File: src/design/btwu_consts.svh
// Constants for the timeout, trigger and wait unit.
`ifndef BTWU_CONSTS_SVH
`define BTWU_CONSTS_SVH
`define BTWU_CLK_NS       20
`define BTWU_TICK_NS      10000
`define BTWU_TICK_CYC     (`BTWU_TICK_NS / `BTWU_CLK_NS)
`define BTWU_TICKS_PER_S  (1000000000 / `BTWU_TICK_NS)
`define BTWU_TIO_DEF_S    10
`define BTWU_TSP_DEF_MS   100
`define BTWU_TMAX_S       3600
`define BTWU_TIFC_US      100
`define BTWU_TIO_DEF      (`BTWU_TIO_DEF_S * `BTWU_TICKS_PER_S)
`define BTWU_TSP_DEF      (`BTWU_TSP_DEF_MS * `BTWU_TICKS_PER_S / 1000)
`define BTWU_TMAX         (`BTWU_TMAX_S * `BTWU_TICKS_PER_S)
`define BTWU_IFC_TICKS    (`BTWU_TIFC_US * 1000 / `BTWU_TICK_NS)
`define BTWU_ERR_NONE     5'h00
`define BTWU_ERR_NOTCTRL  5'h01
`define BTWU_ERR_ARG      5'h04
`define BTWU_ERR_ABORT    5'h06
`define BTWU_BIT_TIMEOUT  14
`define BTWU_MASK_EVENTS  16'h30ff
`define BTWU_CHAR_CR      8'h0d
`endif

File: src/design/btwu_pkg.sv
// Types for the timeout, trigger and wait unit.
package btwu_pkg;
  typedef enum logic [2:0] {
    BTWU_TMO = 3'h0, BTWU_TRG = 3'h1, BTWU_WAIT = 3'h2,
    BTWU_WRT = 3'h3, BTWU_RSP = 3'h4, BTWU_ONL = 3'h5
  } btwu_cmd_e;
  typedef enum logic [3:0] {
    S_IDLE = 4'h0, S_DONE = 4'h1, S_REPORT = 4'h2, S_REP_SYM = 4'h3,
    S_WAIT = 4'h4, S_IFC = 4'h5, S_TRIG = 4'h6, S_POLL = 4'h7,
    S_WRITE = 4'h8, S_DRAIN = 4'h9
  } btwu_state_e;
  typedef enum logic [1:0] {REP_NUM = 2'h0, REP_SYM = 2'h1, REP_LIM = 2'h2} btwu_rep_e;
  typedef logic [28:0] btwu_lim_t;
  typedef struct packed {
    btwu_state_e st;
    btwu_lim_t   ioLim;
    btwu_lim_t   spLim;
    logic [4:0]  err;
    logic        timedOut;
    logic [15:0] mask;
    logic        ctrlUsed;
    logic        ifc;
    logic        ren;
    logic        trg;
    logic [3:0]  ifcCnt;
    logic        cntMode;
    logic        term;
    logic [31:0] remain;
    logic [31:0] wrCount;
    logic        hostRdy;
    logic        busVld;
    logic [7:0]  busByte;
    logic        repVld;
    btwu_rep_e   repKind;
    logic [15:0] repStatus;
    logic        ioAbort;
    logic        spErr;
    logic        cmdRdy;
  } btwu_regs_s;
endpackage

File: src/design/btwu_timer_if.sv
// Interface between the command logic and one timeout counter.
`timescale 1ns/1ns
interface btwu_timer_if;
  btwu_pkg::btwu_lim_t limit;
  logic                run;
  logic                expired;
  modport ctrl  (output limit, output run, input expired);
  modport timer (input limit, input run, output expired);
endinterface

File: src/design/btwu_top.sv
// Command logic for time limits, trigger, event wait and data write.
`timescale 1ns/1ns
`include "btwu_consts.svh"
module btwu_top import btwu_pkg::*; (
  // Clock and reset
  input  wire logic        clk,
  input  wire logic        arst_n,
  // Parsed command
  input  wire logic        cmdValid,
  input  wire logic [2:0]  cmdCode,
  input  wire logic        argAValid,
  input  wire logic [31:0] argA,
  input  wire logic        argBValid,
  input  wire logic [31:0] argB,
  input  wire logic        argList,
  output logic             cmdReady,
  // Configuration
  input  wire logic        sysCtrlEnable,
  input  wire logic        statCont,
  input  wire logic        statNum,
  input  wire logic        statSym,
  input  wire logic        serialErr,
  // Bus side
  input  wire logic [15:0] busStatus,
  input  wire logic        ctrlPassed,
  input  wire logic        trgDone,
  input  wire logic        spResp,
  output logic             ifcOut,
  output logic             renOut,
  output logic             trgReq,
  output logic             ioAbort,
  output logic             spError,
  // Write data
  input  wire logic        hostByteValid,
  input  wire logic [7:0]  hostByte,
  output logic             hostByteReady,
  output logic             busByteValid,
  output logic [7:0]       busByte,
  input  wire logic        busByteReady,
  output logic [31:0]      wrtCount,
  // Replies
  output logic             replyValid,
  output logic [1:0]       replyKind,
  output logic [15:0]      replyStatus,
  output logic [4:0]       errCode,
  output logic [28:0]      limIo,
  output logic [28:0]      limSp
);
  localparam btwu_regs_s RESET_VAL = '{
    st: S_IDLE, ioLim: 29'(`BTWU_TIO_DEF), spLim: 29'(`BTWU_TSP_DEF),
    repKind: REP_NUM, cmdRdy: 1'b1, default: '0};

  btwu_regs_s  rReg;
  btwu_regs_s  rNext;
  logic        tick;
  logic        accept;
  logic        hostTake;
  logic        busTake;
  logic        waitHit;
  logic        bothFmt;
  logic [15:0] statusNow;

  btwu_timer_if ioT ();
  btwu_timer_if spT ();

  function automatic logic inRange(input logic [31:0] v);
    return v <= 32'(`BTWU_TMAX);
  endfunction

  // ----------------------------------------------------------------
  // Timers
  // ----------------------------------------------------------------
  btwu_tick u_tick (.clk(clk), .arst_n(arst_n), .tick(tick));
  btwu_timer u_io (.clk(clk), .arst_n(arst_n), .tick(tick), .t(ioT));
  btwu_timer u_sp (.clk(clk), .arst_n(arst_n), .tick(tick), .t(spT));

  assign ioT.limit = rReg.ioLim;
  assign ioT.run   = (rReg.st == S_WRITE)
                     || (rReg.st == S_WAIT && rReg.mask[`BTWU_BIT_TIMEOUT]);
  assign spT.limit = rReg.spLim;
  assign spT.run   = (rReg.st == S_POLL);

  // ----------------------------------------------------------------
  // Decoding
  // ----------------------------------------------------------------
  assign accept    = cmdValid && rReg.cmdRdy;
  assign hostTake  = rReg.hostRdy && hostByteValid;
  assign busTake   = rReg.busVld && busByteReady;
  assign waitHit   = |(busStatus & rReg.mask & `BTWU_MASK_EVENTS);
  assign bothFmt   = statCont && statNum && statSym;
  assign statusNow = {(rReg.err != `BTWU_ERR_NONE) || serialErr,
                      rReg.timedOut, busStatus[13:0]};

  // ----------------------------------------------------------------
  // Next state
  // ----------------------------------------------------------------
  always_comb begin
    rNext         = rReg;
    rNext.repVld  = 1'b0;
    rNext.ioAbort = 1'b0;
    rNext.spErr   = 1'b0;
    case (rReg.st)
      S_IDLE: begin
        if (accept) begin
          rNext.err      = `BTWU_ERR_NONE;
          rNext.timedOut = 1'b0;
          rNext.st       = S_DONE;
          case (cmdCode)
            BTWU_TMO: begin
              if (!argAValid && !argBValid) begin
                rNext.repVld  = 1'b1;
                rNext.repKind = REP_LIM;
              end else if ((argAValid && !inRange(argA))
                           || (argBValid && !inRange(argB))) begin
                rNext.err = `BTWU_ERR_ARG;
              end else begin
                if (argAValid) begin
                  rNext.ioLim = argA[28:0];
                end
                if (argBValid) begin
                  rNext.spLim = argB[28:0];
                end
              end
            end
            BTWU_ONL: begin
              rNext.ioLim    = RESET_VAL.ioLim;
              rNext.spLim    = RESET_VAL.spLim;
              rNext.ctrlUsed = 1'b0;
              rNext.ren      = 1'b0;
            end
            BTWU_TRG: begin
              if (!argList) begin
                rNext.err = `BTWU_ERR_ARG;
              end else if (!rReg.ctrlUsed && sysCtrlEnable) begin
                rNext.ctrlUsed = 1'b1;
                rNext.ifc      = 1'b1;
                rNext.ren      = 1'b1;
                rNext.ifcCnt   = 4'h0;
                rNext.st       = S_IFC;
              end else if (ctrlPassed) begin
                rNext.err = `BTWU_ERR_NOTCTRL;
              end else begin
                rNext.trg = 1'b1;
                rNext.st  = S_TRIG;
              end
            end
            BTWU_WAIT: begin
              rNext.mask = argA[15:0];
              if (!argAValid) begin
                rNext.err = `BTWU_ERR_ARG;
              end else if (argA[15:0] == 16'h0000) begin
                rNext.st = S_REPORT;
              end else begin
                rNext.st = S_WAIT;
              end
            end
            BTWU_WRT: begin
              rNext.cntMode = argAValid;
              rNext.remain  = argA;
              rNext.term    = argAValid && (argA == 32'h0);
              rNext.wrCount = 32'h0;
              rNext.st      = S_WRITE;
            end
            BTWU_RSP: begin
              rNext.st = S_POLL;
            end
            default: begin
              rNext.st = S_DONE;
            end
          endcase
        end
      end
      S_DONE: begin
        rNext.st = statCont ? S_REPORT : S_IDLE;
      end
      S_REPORT: begin
        rNext.repVld    = 1'b1;
        rNext.repStatus = statusNow;
        rNext.repKind   = (statCont && statSym && !statNum) ? REP_SYM : REP_NUM;
        rNext.st        = bothFmt ? S_REP_SYM : S_IDLE;
      end
      S_REP_SYM: begin
        rNext.repVld    = 1'b1;
        rNext.repStatus = statusNow;
        rNext.repKind   = REP_SYM;
        rNext.st        = S_IDLE;
      end
      S_WAIT: begin
        if (ioT.expired) begin
          rNext.timedOut = 1'b1;
          rNext.st       = S_REPORT;
        end else if (waitHit) begin
          rNext.st = S_REPORT;
        end
      end
      S_IFC: begin
        if (tick) begin
          rNext.ifcCnt = rReg.ifcCnt + 4'h1;
          if (rReg.ifcCnt == 4'(`BTWU_IFC_TICKS - 1)) begin
            rNext.ifc = 1'b0;
            rNext.trg = 1'b1;
            rNext.st  = S_TRIG;
          end
        end
      end
      S_TRIG: begin
        if (trgDone) begin
          rNext.trg = 1'b0;
          rNext.st  = S_DONE;
        end
      end
      S_POLL: begin
        if (spResp) begin
          rNext.st = S_DONE;
        end else if (spT.expired) begin
          rNext.spErr = 1'b1;
          rNext.err   = `BTWU_ERR_ABORT;
          rNext.st    = S_DONE;
        end
      end
      S_WRITE: begin
        if (busTake) begin
          rNext.busVld  = 1'b0;
          rNext.wrCount = rReg.wrCount + 32'h1;
        end
        if (hostTake) begin
          if (!rReg.cntMode && hostByte == `BTWU_CHAR_CR) begin
            rNext.term = 1'b1;
          end else begin
            rNext.busVld  = 1'b1;
            rNext.busByte = hostByte;
            rNext.remain  = rReg.remain - 32'h1;
            rNext.term    = rReg.cntMode && (rReg.remain == 32'h1);
          end
        end
        if (ioT.expired) begin
          rNext.ioAbort = 1'b1;
          rNext.err     = `BTWU_ERR_ABORT;
          rNext.busVld  = 1'b0;
          rNext.st      = rNext.term ? S_DONE : S_DRAIN;
        end else if (rNext.term && !rNext.busVld) begin
          rNext.st = S_DONE;
        end
      end
      S_DRAIN: begin
        if (hostTake) begin
          rNext.remain = rReg.remain - 32'h1;
          if (rReg.cntMode ? (rReg.remain == 32'h1) : (hostByte == `BTWU_CHAR_CR)) begin
            rNext.st = S_DONE;
          end
        end
      end
      default: begin
        rNext.st = S_IDLE;
      end
    endcase
    rNext.cmdRdy  = (rNext.st == S_IDLE);
    rNext.hostRdy = (rNext.st == S_WRITE && !rNext.busVld && !rNext.term)
                    || (rNext.st == S_DRAIN);
  end

  always_ff @(posedge clk or negedge arst_n) begin
    if (!arst_n) begin
      rReg <= RESET_VAL;
    end else begin
      rReg <= rNext;
    end
  end

  // ----------------------------------------------------------------
  // Outputs
  // ----------------------------------------------------------------
  assign cmdReady      = rReg.cmdRdy;
  assign ifcOut        = rReg.ifc;
  assign renOut        = rReg.ren;
  assign trgReq        = rReg.trg;
  assign ioAbort       = rReg.ioAbort;
  assign spError       = rReg.spErr;
  assign hostByteReady = rReg.hostRdy;
  assign busByteValid  = rReg.busVld;
  assign busByte       = rReg.busByte;
  assign wrtCount      = rReg.wrCount;
  assign replyValid    = rReg.repVld;
  assign replyKind     = rReg.repKind;
  assign replyStatus   = rReg.repStatus;
  assign errCode       = rReg.err;
  assign limIo         = rReg.ioLim;
  assign limSp         = rReg.spLim;
endmodule // btwu_top

File: src/design/btwu_tick.sv
// Prescaler that pulses once every timeout tick.
`timescale 1ns/1ns
`include "btwu_consts.svh"
module btwu_tick (
  // Clock and reset
  input  wire logic clk,
  input  wire logic arst_n,
  // Tick
  output logic      tick
);
  logic [8:0] cntReg;
  logic       tickReg;
  logic       wrap;

  assign wrap = (cntReg == 9'(`BTWU_TICK_CYC - 1));
  assign tick = tickReg;

  always_ff @(posedge clk or negedge arst_n) begin
    if (!arst_n) begin
      cntReg  <= 9'h000;
      tickReg <= 1'b0;
    end else begin
      cntReg  <= wrap ? 9'h000 : cntReg + 9'h001;
      tickReg <= wrap;
    end
  end
endmodule // btwu_tick

File: src/design/btwu_timer.sv
// Timeout counter that runs while its operation lasts.
`timescale 1ns/1ns
module btwu_timer import btwu_pkg::*; (
  // Clock and reset
  input  wire logic clk,
  input  wire logic arst_n,
  // Tick and control
  input  wire logic tick,
  btwu_timer_if.timer t
);
  logic [28:0] cntReg;
  logic        doneReg;
  logic        expReg;
  logic        hit;

  // A zero limit never expires.
  assign hit = t.run && tick && !doneReg && (t.limit != 29'h0)
               && (cntReg + 29'h1 == t.limit);
  assign t.expired = expReg;

  // The count clears whenever the operation is not running.
  always_ff @(posedge clk or negedge arst_n) begin
    if (!arst_n) begin
      cntReg  <= 29'h0;
      doneReg <= 1'b0;
      expReg  <= 1'b0;
    end else if (!t.run) begin
      cntReg  <= 29'h0;
      doneReg <= 1'b0;
      expReg  <= 1'b0;
    end else begin
      expReg  <= hit;
      doneReg <= doneReg | hit;
      if (tick && !doneReg) begin
        cntReg <= cntReg + 29'h1;
      end
    end
  end
endmodule // btwu_timer

File: config.mk
export PLATFORM = sky130hd
export DESIGN_NAME = btwu_top
export DESIGN_NICKNAME = d
export VERILOG_FILES = /design/src/design/btwu_pkg.sv /design/src/design/btwu_timer_if.sv /design/src/design/btwu_top.sv /design/src/design/btwu_tick.sv /design/src/design/btwu_timer.sv
export VERILOG_INCLUDE_DIRS = /design/src /design/src/design
export SDC_FILE = /design/constraint.sdc
export NUM_CORES = 1
export LEC_CHECK = 0
export ABC_AREA = 1
export BUFFER_PORTS_ARGS = -buffer_cell sky130_fd_sc_hd__buf_4
export CORE_UTILIZATION = 53
export DETAILED_ROUTE_END_ITERATION = 16
export GPL_TIMING_DRIVEN = 1
export PLACE_DENSITY_LB_ADDON = 0.05
export SETUP_SLACK_MARGIN = 0.3
export SYNTH_ARGS = -nofsm -noshare
export SYNTH_HDL_FRONTEND = slang
export SYNTH_SLANG_ARGS = --single-unit
File: constraint.sdc
create_clock -name clk -period 2.1 [get_ports clk]
set_input_delay 0.315 -clock clk [delete_from_list [all_inputs] [get_ports clk]]
set_output_delay 0.315 -clock clk [all_outputs]
set_load 0.02 [all_outputs]
==> results.toml, run 1 <==
[timing]
fin_crit_ps = 2390
clock.fmax_mhz = 418
maxSlewViolCount = 0
fin_ws_ps = -291
finalSetupViolations = 126
hold_slack_ps = -11.3
post-route-period-util = 1.14
slew_headroom = 0.650
tightest_slew_ps = 523
rsz0062_at_grt = "yes"
skew_ps = 29.6
fin_setup_tns_ps = -13080
hold_viol = 4

[floorplanning]
die-width_um = 179
initial_core_util = 0.541
io_pins = 237
core_um2 = 30700
fp.dieH_um = 179
rows = 64
die_area_um2 = 32000

[place]
gp_congestion = 0.973
placed_area_um2 = 19300
port_buffers = 232
dp_cells = 3029
hpwlAfterDp_um = 39700

[min_path]
hp-class = "in -> reg"
worstHoldStart = "argB[22]"

[clock_tree]
cts_tree = "built"
cts_buffers = 29
clock_latency_ps = 600
clk_path_buf_depth = 3
cts_max_level = 1
clk_pin_slew_worst_paths_ps = 70
clock-root-buffer = "clkbuf_16"
clkSinkCount = 254

[power_and_ir_drop]
sequentialPowerShare = 0.274
clkPwrFrac = 0.194
p_leak_uw = 0.0119
power_density_nw_per_um2 = 1170
ir_drop_mv = 0.878
power_frac_comb = 0.532
p_sw_uw = 12800
intPower_uw = 16500
p_sw_frac = 0.437

[synthesis]
synth-xor-area-share = 0.0241
synth_ff_type = "dfrtp_1"
yosys_warnings = 0
synth-edff-count = 0
syn_avg_cell_area_um2 = 6.92
synth_fa_ha_area_frac = 0.00603
ys_async_sr_fraction = 1.00
synth_top_area_frac = 0.363
synth_area_um2 = 16600
synth-seq-cells = 254
yosys.area_share.simple = 0.341
synth_top_family_by_area = "simple AND/OR/NAND/NOR gates"
syn_inst = 2399
yosysUniqueCellTypes = 61
synth_compound_area_frac = 0.111
ys_seq_area_frac = 0.384
yosys-top-cells-area = "dfrtp_1 (36%), nand2_1 (15%), nor2_1 (7.0%)"
muxShareOfSynthArea = 0
synth_largest_area_cell = "dfrtp_1"

[worst_setup_path]
worstPathArrival_ps = 2870
reg2regPathDepth = 9
r2r-end = "rReg[72]"
endpoint = "rReg[72]"
worstSetupPathType = "reg -> reg"
crit_required_ps = 2580
critPathLaunch = "rReg[187]"
endpoint_kind = "flop"
r2r_setup_slack_ps = -290
r2r_start = "rReg[187]"
critPathLaunchType = "flop"
path_max_fanout = 6

[finish]
layout.cells.non_filler = 3288
finalNetCount = 2983
drive_gt1_frac = 0.389
nFillCells = 1905
area_growth_pct = 50.4
layout_commonest_cell = "nand2_1"
layout_common_cells = "nand2_1 (507), buf_4 (447), inv_1 (259)"
final_area_um2 = 25000

[status]
status = "finished, violations left"
violations = "negative hold slack, negative setup slack"

[route]
drtIter0Drc = 1940
first_pass_iters = 6
ant_nets = 0
drc_errors = 0
routed_via_density = 5.96
drt_wl_total_um = 68900
wl_per_cell_um = 20.9
vias = 19608

[flow_run]
cap_violations = 0

[global_route]
grt_max_degree = 58
grt_usage = 0.367
antenna_found_initial = 2
grt_pass1_wl_um = 92200
gr-total-overflow = 0
grt_pass1_vias = 17663
==> worst max-delay path, stage by stage (launching register included) <==
cell and delay, ps:
dfrtp_2 430, buf_4 160, inv_1 200, nand2_1 300, o21ai_1 350, nand3_4 250, inv_8 200, buf_6 150
o21ai_2 60, a22o_1 180
==> Yosys cell counts (7+ instances only) <==
library cell	n
a21oi_1	85
buf_2	10
buf_4	123
clkbuf_1	34
dfrtp_1	241
dfstp_2	13
ha_1	8
inv_1	283
inv_2	8
nand2_1	643
nand3_1	191
nand3b_1	10
nand4_1	52
nor2_1	308
nor2_2	7
nor2_4	8
nor3_1	37
nor4_1	11
o21a_1	9
o21ai_0	130
o22ai_1	59
or2_2	8
xnor2_1	7
xor2_1	31
==> power groups by stage <==
stage               Sequential (µW)  Clock, µW  Combinational, µW
floorplan                      7310          0               7180
global placement               7630          0               9530
detailed placement             7660          0               9710
CTS                            7670       5680              12700
global route                   8140       5860              16400
finish                         8030       5690              15600
==> registers in the layout, indices dropped and copies added, names as in the netlist, 2 cells and up <==
signal	flops
errCode	3
u_io.cntReg	29
replyStatus	16
u_sp.cntReg	29
limSp	29
replyKind	2
wrtCount	32
u_tick.cntReg	9
busByte	8
limIo	29
rReg	55
==> cell families after synthesis <==
logic type      count (synthesis)
other cells                     1
flops                         254
compound gates                326
xor+xnor                       41
simple gates                 1305
fa+ha+maj                       8
buf+inv                       464
==> worst min path at each step <==
stage / cells past startpoint / endpoint / slack (ps)
4_1_cts: 3 / limSp[22] / 3
6_report: 3 / limSp[22] / -10
3_3_place_gp: 1 / limSp[2] / 270
3_5_place_dp: 1 / limSp[0] / 270
2_1_floorplan: 0 / busByteValid / 20
5_1_grt: 3 / limSp[25] / 3
==> layer usage <==
layer / vias up / track usage / wire length, µm
met5: - / 0 / 65
li1: 8636 / - / -
met1: 9255 / 0.475 / 25700
met3: 411 / 0.0536 / 6380
met2: 1304 / 0.613 / 32200
met4: 2 / 0.152 / 4590
==> cell type report <==
cell class / count / area, µm² / area share
diodes: 2 / 5.00 / 0.000201
clock buffers: 40 / 837 / 0.0335
clock inverters: 13 / 205 / 0.00822
inverters: 294 / 1170 / 0.0467
multi-input cells: 1682 / 10200 / 0.407
flip-flops and latches: 254 / 6400 / 0.256
well taps: 396 / 495 / 0.0199
repair buffers: 605 / 5680 / 0.228
repair inverters: 2 / 18.8 / 0.000752
==> through the flow <==
stage                      util  setup slack [ps]  total power (µW)
final                     0.814              -291             29300
after global routing      0.814              -310             30400
after floorplan               -              94.2             14500
after CTS                 0.749              10.3             26100
after global placement    0.628              -158             17200
after detailed placement  0.628              -170             17400
==> repair_timing <==
action,4_1_cts,5_1_grt
gates cloned,19,10
buffers inserted,109,45
gates resized for setup,359,397
endpoints found under the setup margin,170,209
endpoints found under the hold margin,58,0
hold buffers,21,0
pin swaps,81,96
Note: power is estimated with default switching activity, not from simulation.
==> inputs of run 2 (changes only) <==
--- a/config.mk
+++ b/config.mk
@@ -8,7 +8,7 @@
 export LEC_CHECK = 0
 export ABC_AREA = 1
 export BUFFER_PORTS_ARGS = -buffer_cell sky130_fd_sc_hd__buf_4
-export CORE_UTILIZATION = 53
+export CORE_UTILIZATION = 52
 export DETAILED_ROUTE_END_ITERATION = 16
 export GPL_TIMING_DRIVEN = 1
 export PLACE_DENSITY_LB_ADDON = 0.05
==> constraint.sdc (replaced) <==
create_clock -name clk -period 2.9 [get_ports clk]
set_input_delay 0.435 -clock clk [delete_from_list [all_inputs] [get_ports clk]]
set_output_delay 0.435 -clock clk [all_outputs]
set_load 0.02 [all_outputs]
==> run 2 against run 1 <==
  * The run now ends clean
  * Via count shrank 18%
  * Worst setup slack gained 770 ps
  * Hold slack gained 75 ps
  * Highest routed layer is now met4
==> results.toml, run 2 (synthesis gave the netlist of run 1 again) <==
[status]
status = "finished clean"

[timing]
tightest_slew_ps = 979
skew_ps = 9.49
finalSetupViolations = 0
maxSlewViolCount = 0
fin_crit_ps = 2420
clock.fmax_mhz = 414
post-route-period-util = 0.834
rsz0062_at_grt = "yes"
fin_setup_tns_ps = 0
hold_viol = 0
slew_headroom = 0.347

[worst_setup_path]
endpoint_kind = "flop"
cpPeakStageDelay_ps = 530
crit_required_ps = 3350
worstSetupPathType = "reg -> reg"
critPathLaunchType = "flop"
cp_slowest_cell = "dfstp_2"
worstPathArrival_ps = 2860
path_cells = "nand2_1, nor3_4, nand2_4, nand2_8, inv_6, nor2_2, nand2_1, nor3_1, nand3_1, o21ai_0, a21oi_1"
path_max_fanout = 8
cpMostUsedCell = "nand2_1"

[flow_run]
cap_violations = 0

[finish]
insertedDiodeCount = 0
finalNetCount = 2643
largest_register_ffs = 55
area_growth_pct = 14.8
layout_common_cells = "nand2_1 (643), nor2_1 (304), inv_1 (283)"
regMostFlops = "rReg"
drive_gt1_frac = 0.153
layout_commonest_cell = "nand2_1"

[floorplanning]
fp.dieH_um = 181
rows = 65
io_pins = 237
die_area_um2 = 32600
core_um2 = 31500
die-width_um = 181
initial_core_util = 0.527

[route]
routed_via_density = 5.45
drt_wl_total_um = 50400
drtIter0Drc = 1109
first_pass_iters = 7
vias = 16087
drc_errors = 0
ant_nets = 0
wl_per_cell_um = 17.1

[place]
hpwlAfterDp_um = 38700
gp_congestion = 0.956
port_buffers = 232

[power_and_ir_drop]
power_frac_comb = 0.406
p_sw_frac = 0.420
total_power_uw = 15900
power_density_nw_per_um2 = 833
ir_drop_mv = 0.588
sequentialPowerShare = 0.356
p_leak_uw = 0.00931
p_sw_uw = 6660
intPower_uw = 9200
clkPwrFrac = 0.237

[clock_tree]
cts_tree = "built"
clkSinkCount = 254
clock-root-buffer = "clkbuf_16"
cts_buffers = 29
cts_max_level = 1
clk_path_buf_depth = 3
clk_pin_slew_worst_paths_ps = 70
clock_latency_ps = 570

[global_route]
gr-total-overflow = 0
antenna_found_initial = 0
grt_pass1_vias = 15281
grt_max_degree = 76
grt_pass1_wl_um = 80700
grt_usage = 0.308

[min_path]
hp-class = "in -> reg"
## run 2: repair_timing
| action | 4_1_cts | 5_1_grt |
|---|---|---|
| resized for setup | 1 | 10 |
| pin swaps | 0 | 1 |
| setup buffers | 0 | 1 |
| hold buffers | 1 | 0 |
| hold endpoints to repair | 65 | 0 |
| endpoints found under the setup margin | 1 | 5 |
## run 2: path summary, 6_finish.rpt
check                            startpoint  slack, ps  cells past startpoint                to
max                                cmdReady        480                     11      wrtCount[16]
min                                 trgDone         60                      2            trgReq
max reg2reg                        cmdReady        480                     11      wrtCount[16]
min reg2reg                u_tick.cntReg[8]        470                      1  u_tick.cntReg[8]
max in group asynchronous            arst_n       1530                      3         limIo[19]
min in group asynchronous            arst_n        420                      2          limSp[3]
## run 2: per-stage QoR
stage | utilization | instances | hold slack, ps | worst slack (ps) | area [µm²]
after global routing | 0.605 | 2953 | 61.4 | 275 | 19100
after floorplan | - | 2400 | 139 | 793 | 16600
after detailed placement | 0.573 | 2897 | 454 | 323 | 18000
after global placement | 0.573 | 2897 | 448 | 373 | 18000
final | 0.605 | 2953 | 63.5 | 482 | 19100
after CTS | 0.604 | 2952 | 42.2 | 346 | 19000
## run 2: worst max-delay path, delay by kind of cell, from the launching register on
family          cells  cell delay, ps
flops               1             530
buf+inv             1              60
compound gates      2             220
simple gates        8            1500
## run 2: power by group through the flow
stage,combinational [µW],sequential [µW],clock (µW)
6_report,6450,5650,3770
5_1_grt,7170,5770,3950
4_1_cts,6440,5640,3820
3_5_place_dp,6420,5670,0
3_3_place_gp,6310,5660,0
2_1_floorplan,5100,5290,0
## run 2: final cells by class
cell class | count | area [µm²]
clock buffer | 37 | 796
clock inverter | 17 | 175
fill | 3032 | 12400
inverter | 294 | 1110
multi-input combinational | 1682 | 8040
sequential | 254 | 6370
tap | 402 | 503
timing repair buffer | 267 | 2050
## run 2: metal layers
layer	vias to the layer above	routed length, µm	global-route usage
met2	522	23500	0.506
met4	0	1270	0.0786
met1	7570	22800	0.432
li1	7907	-	-
met5	-	0	0
met3	88	2910	0.0362
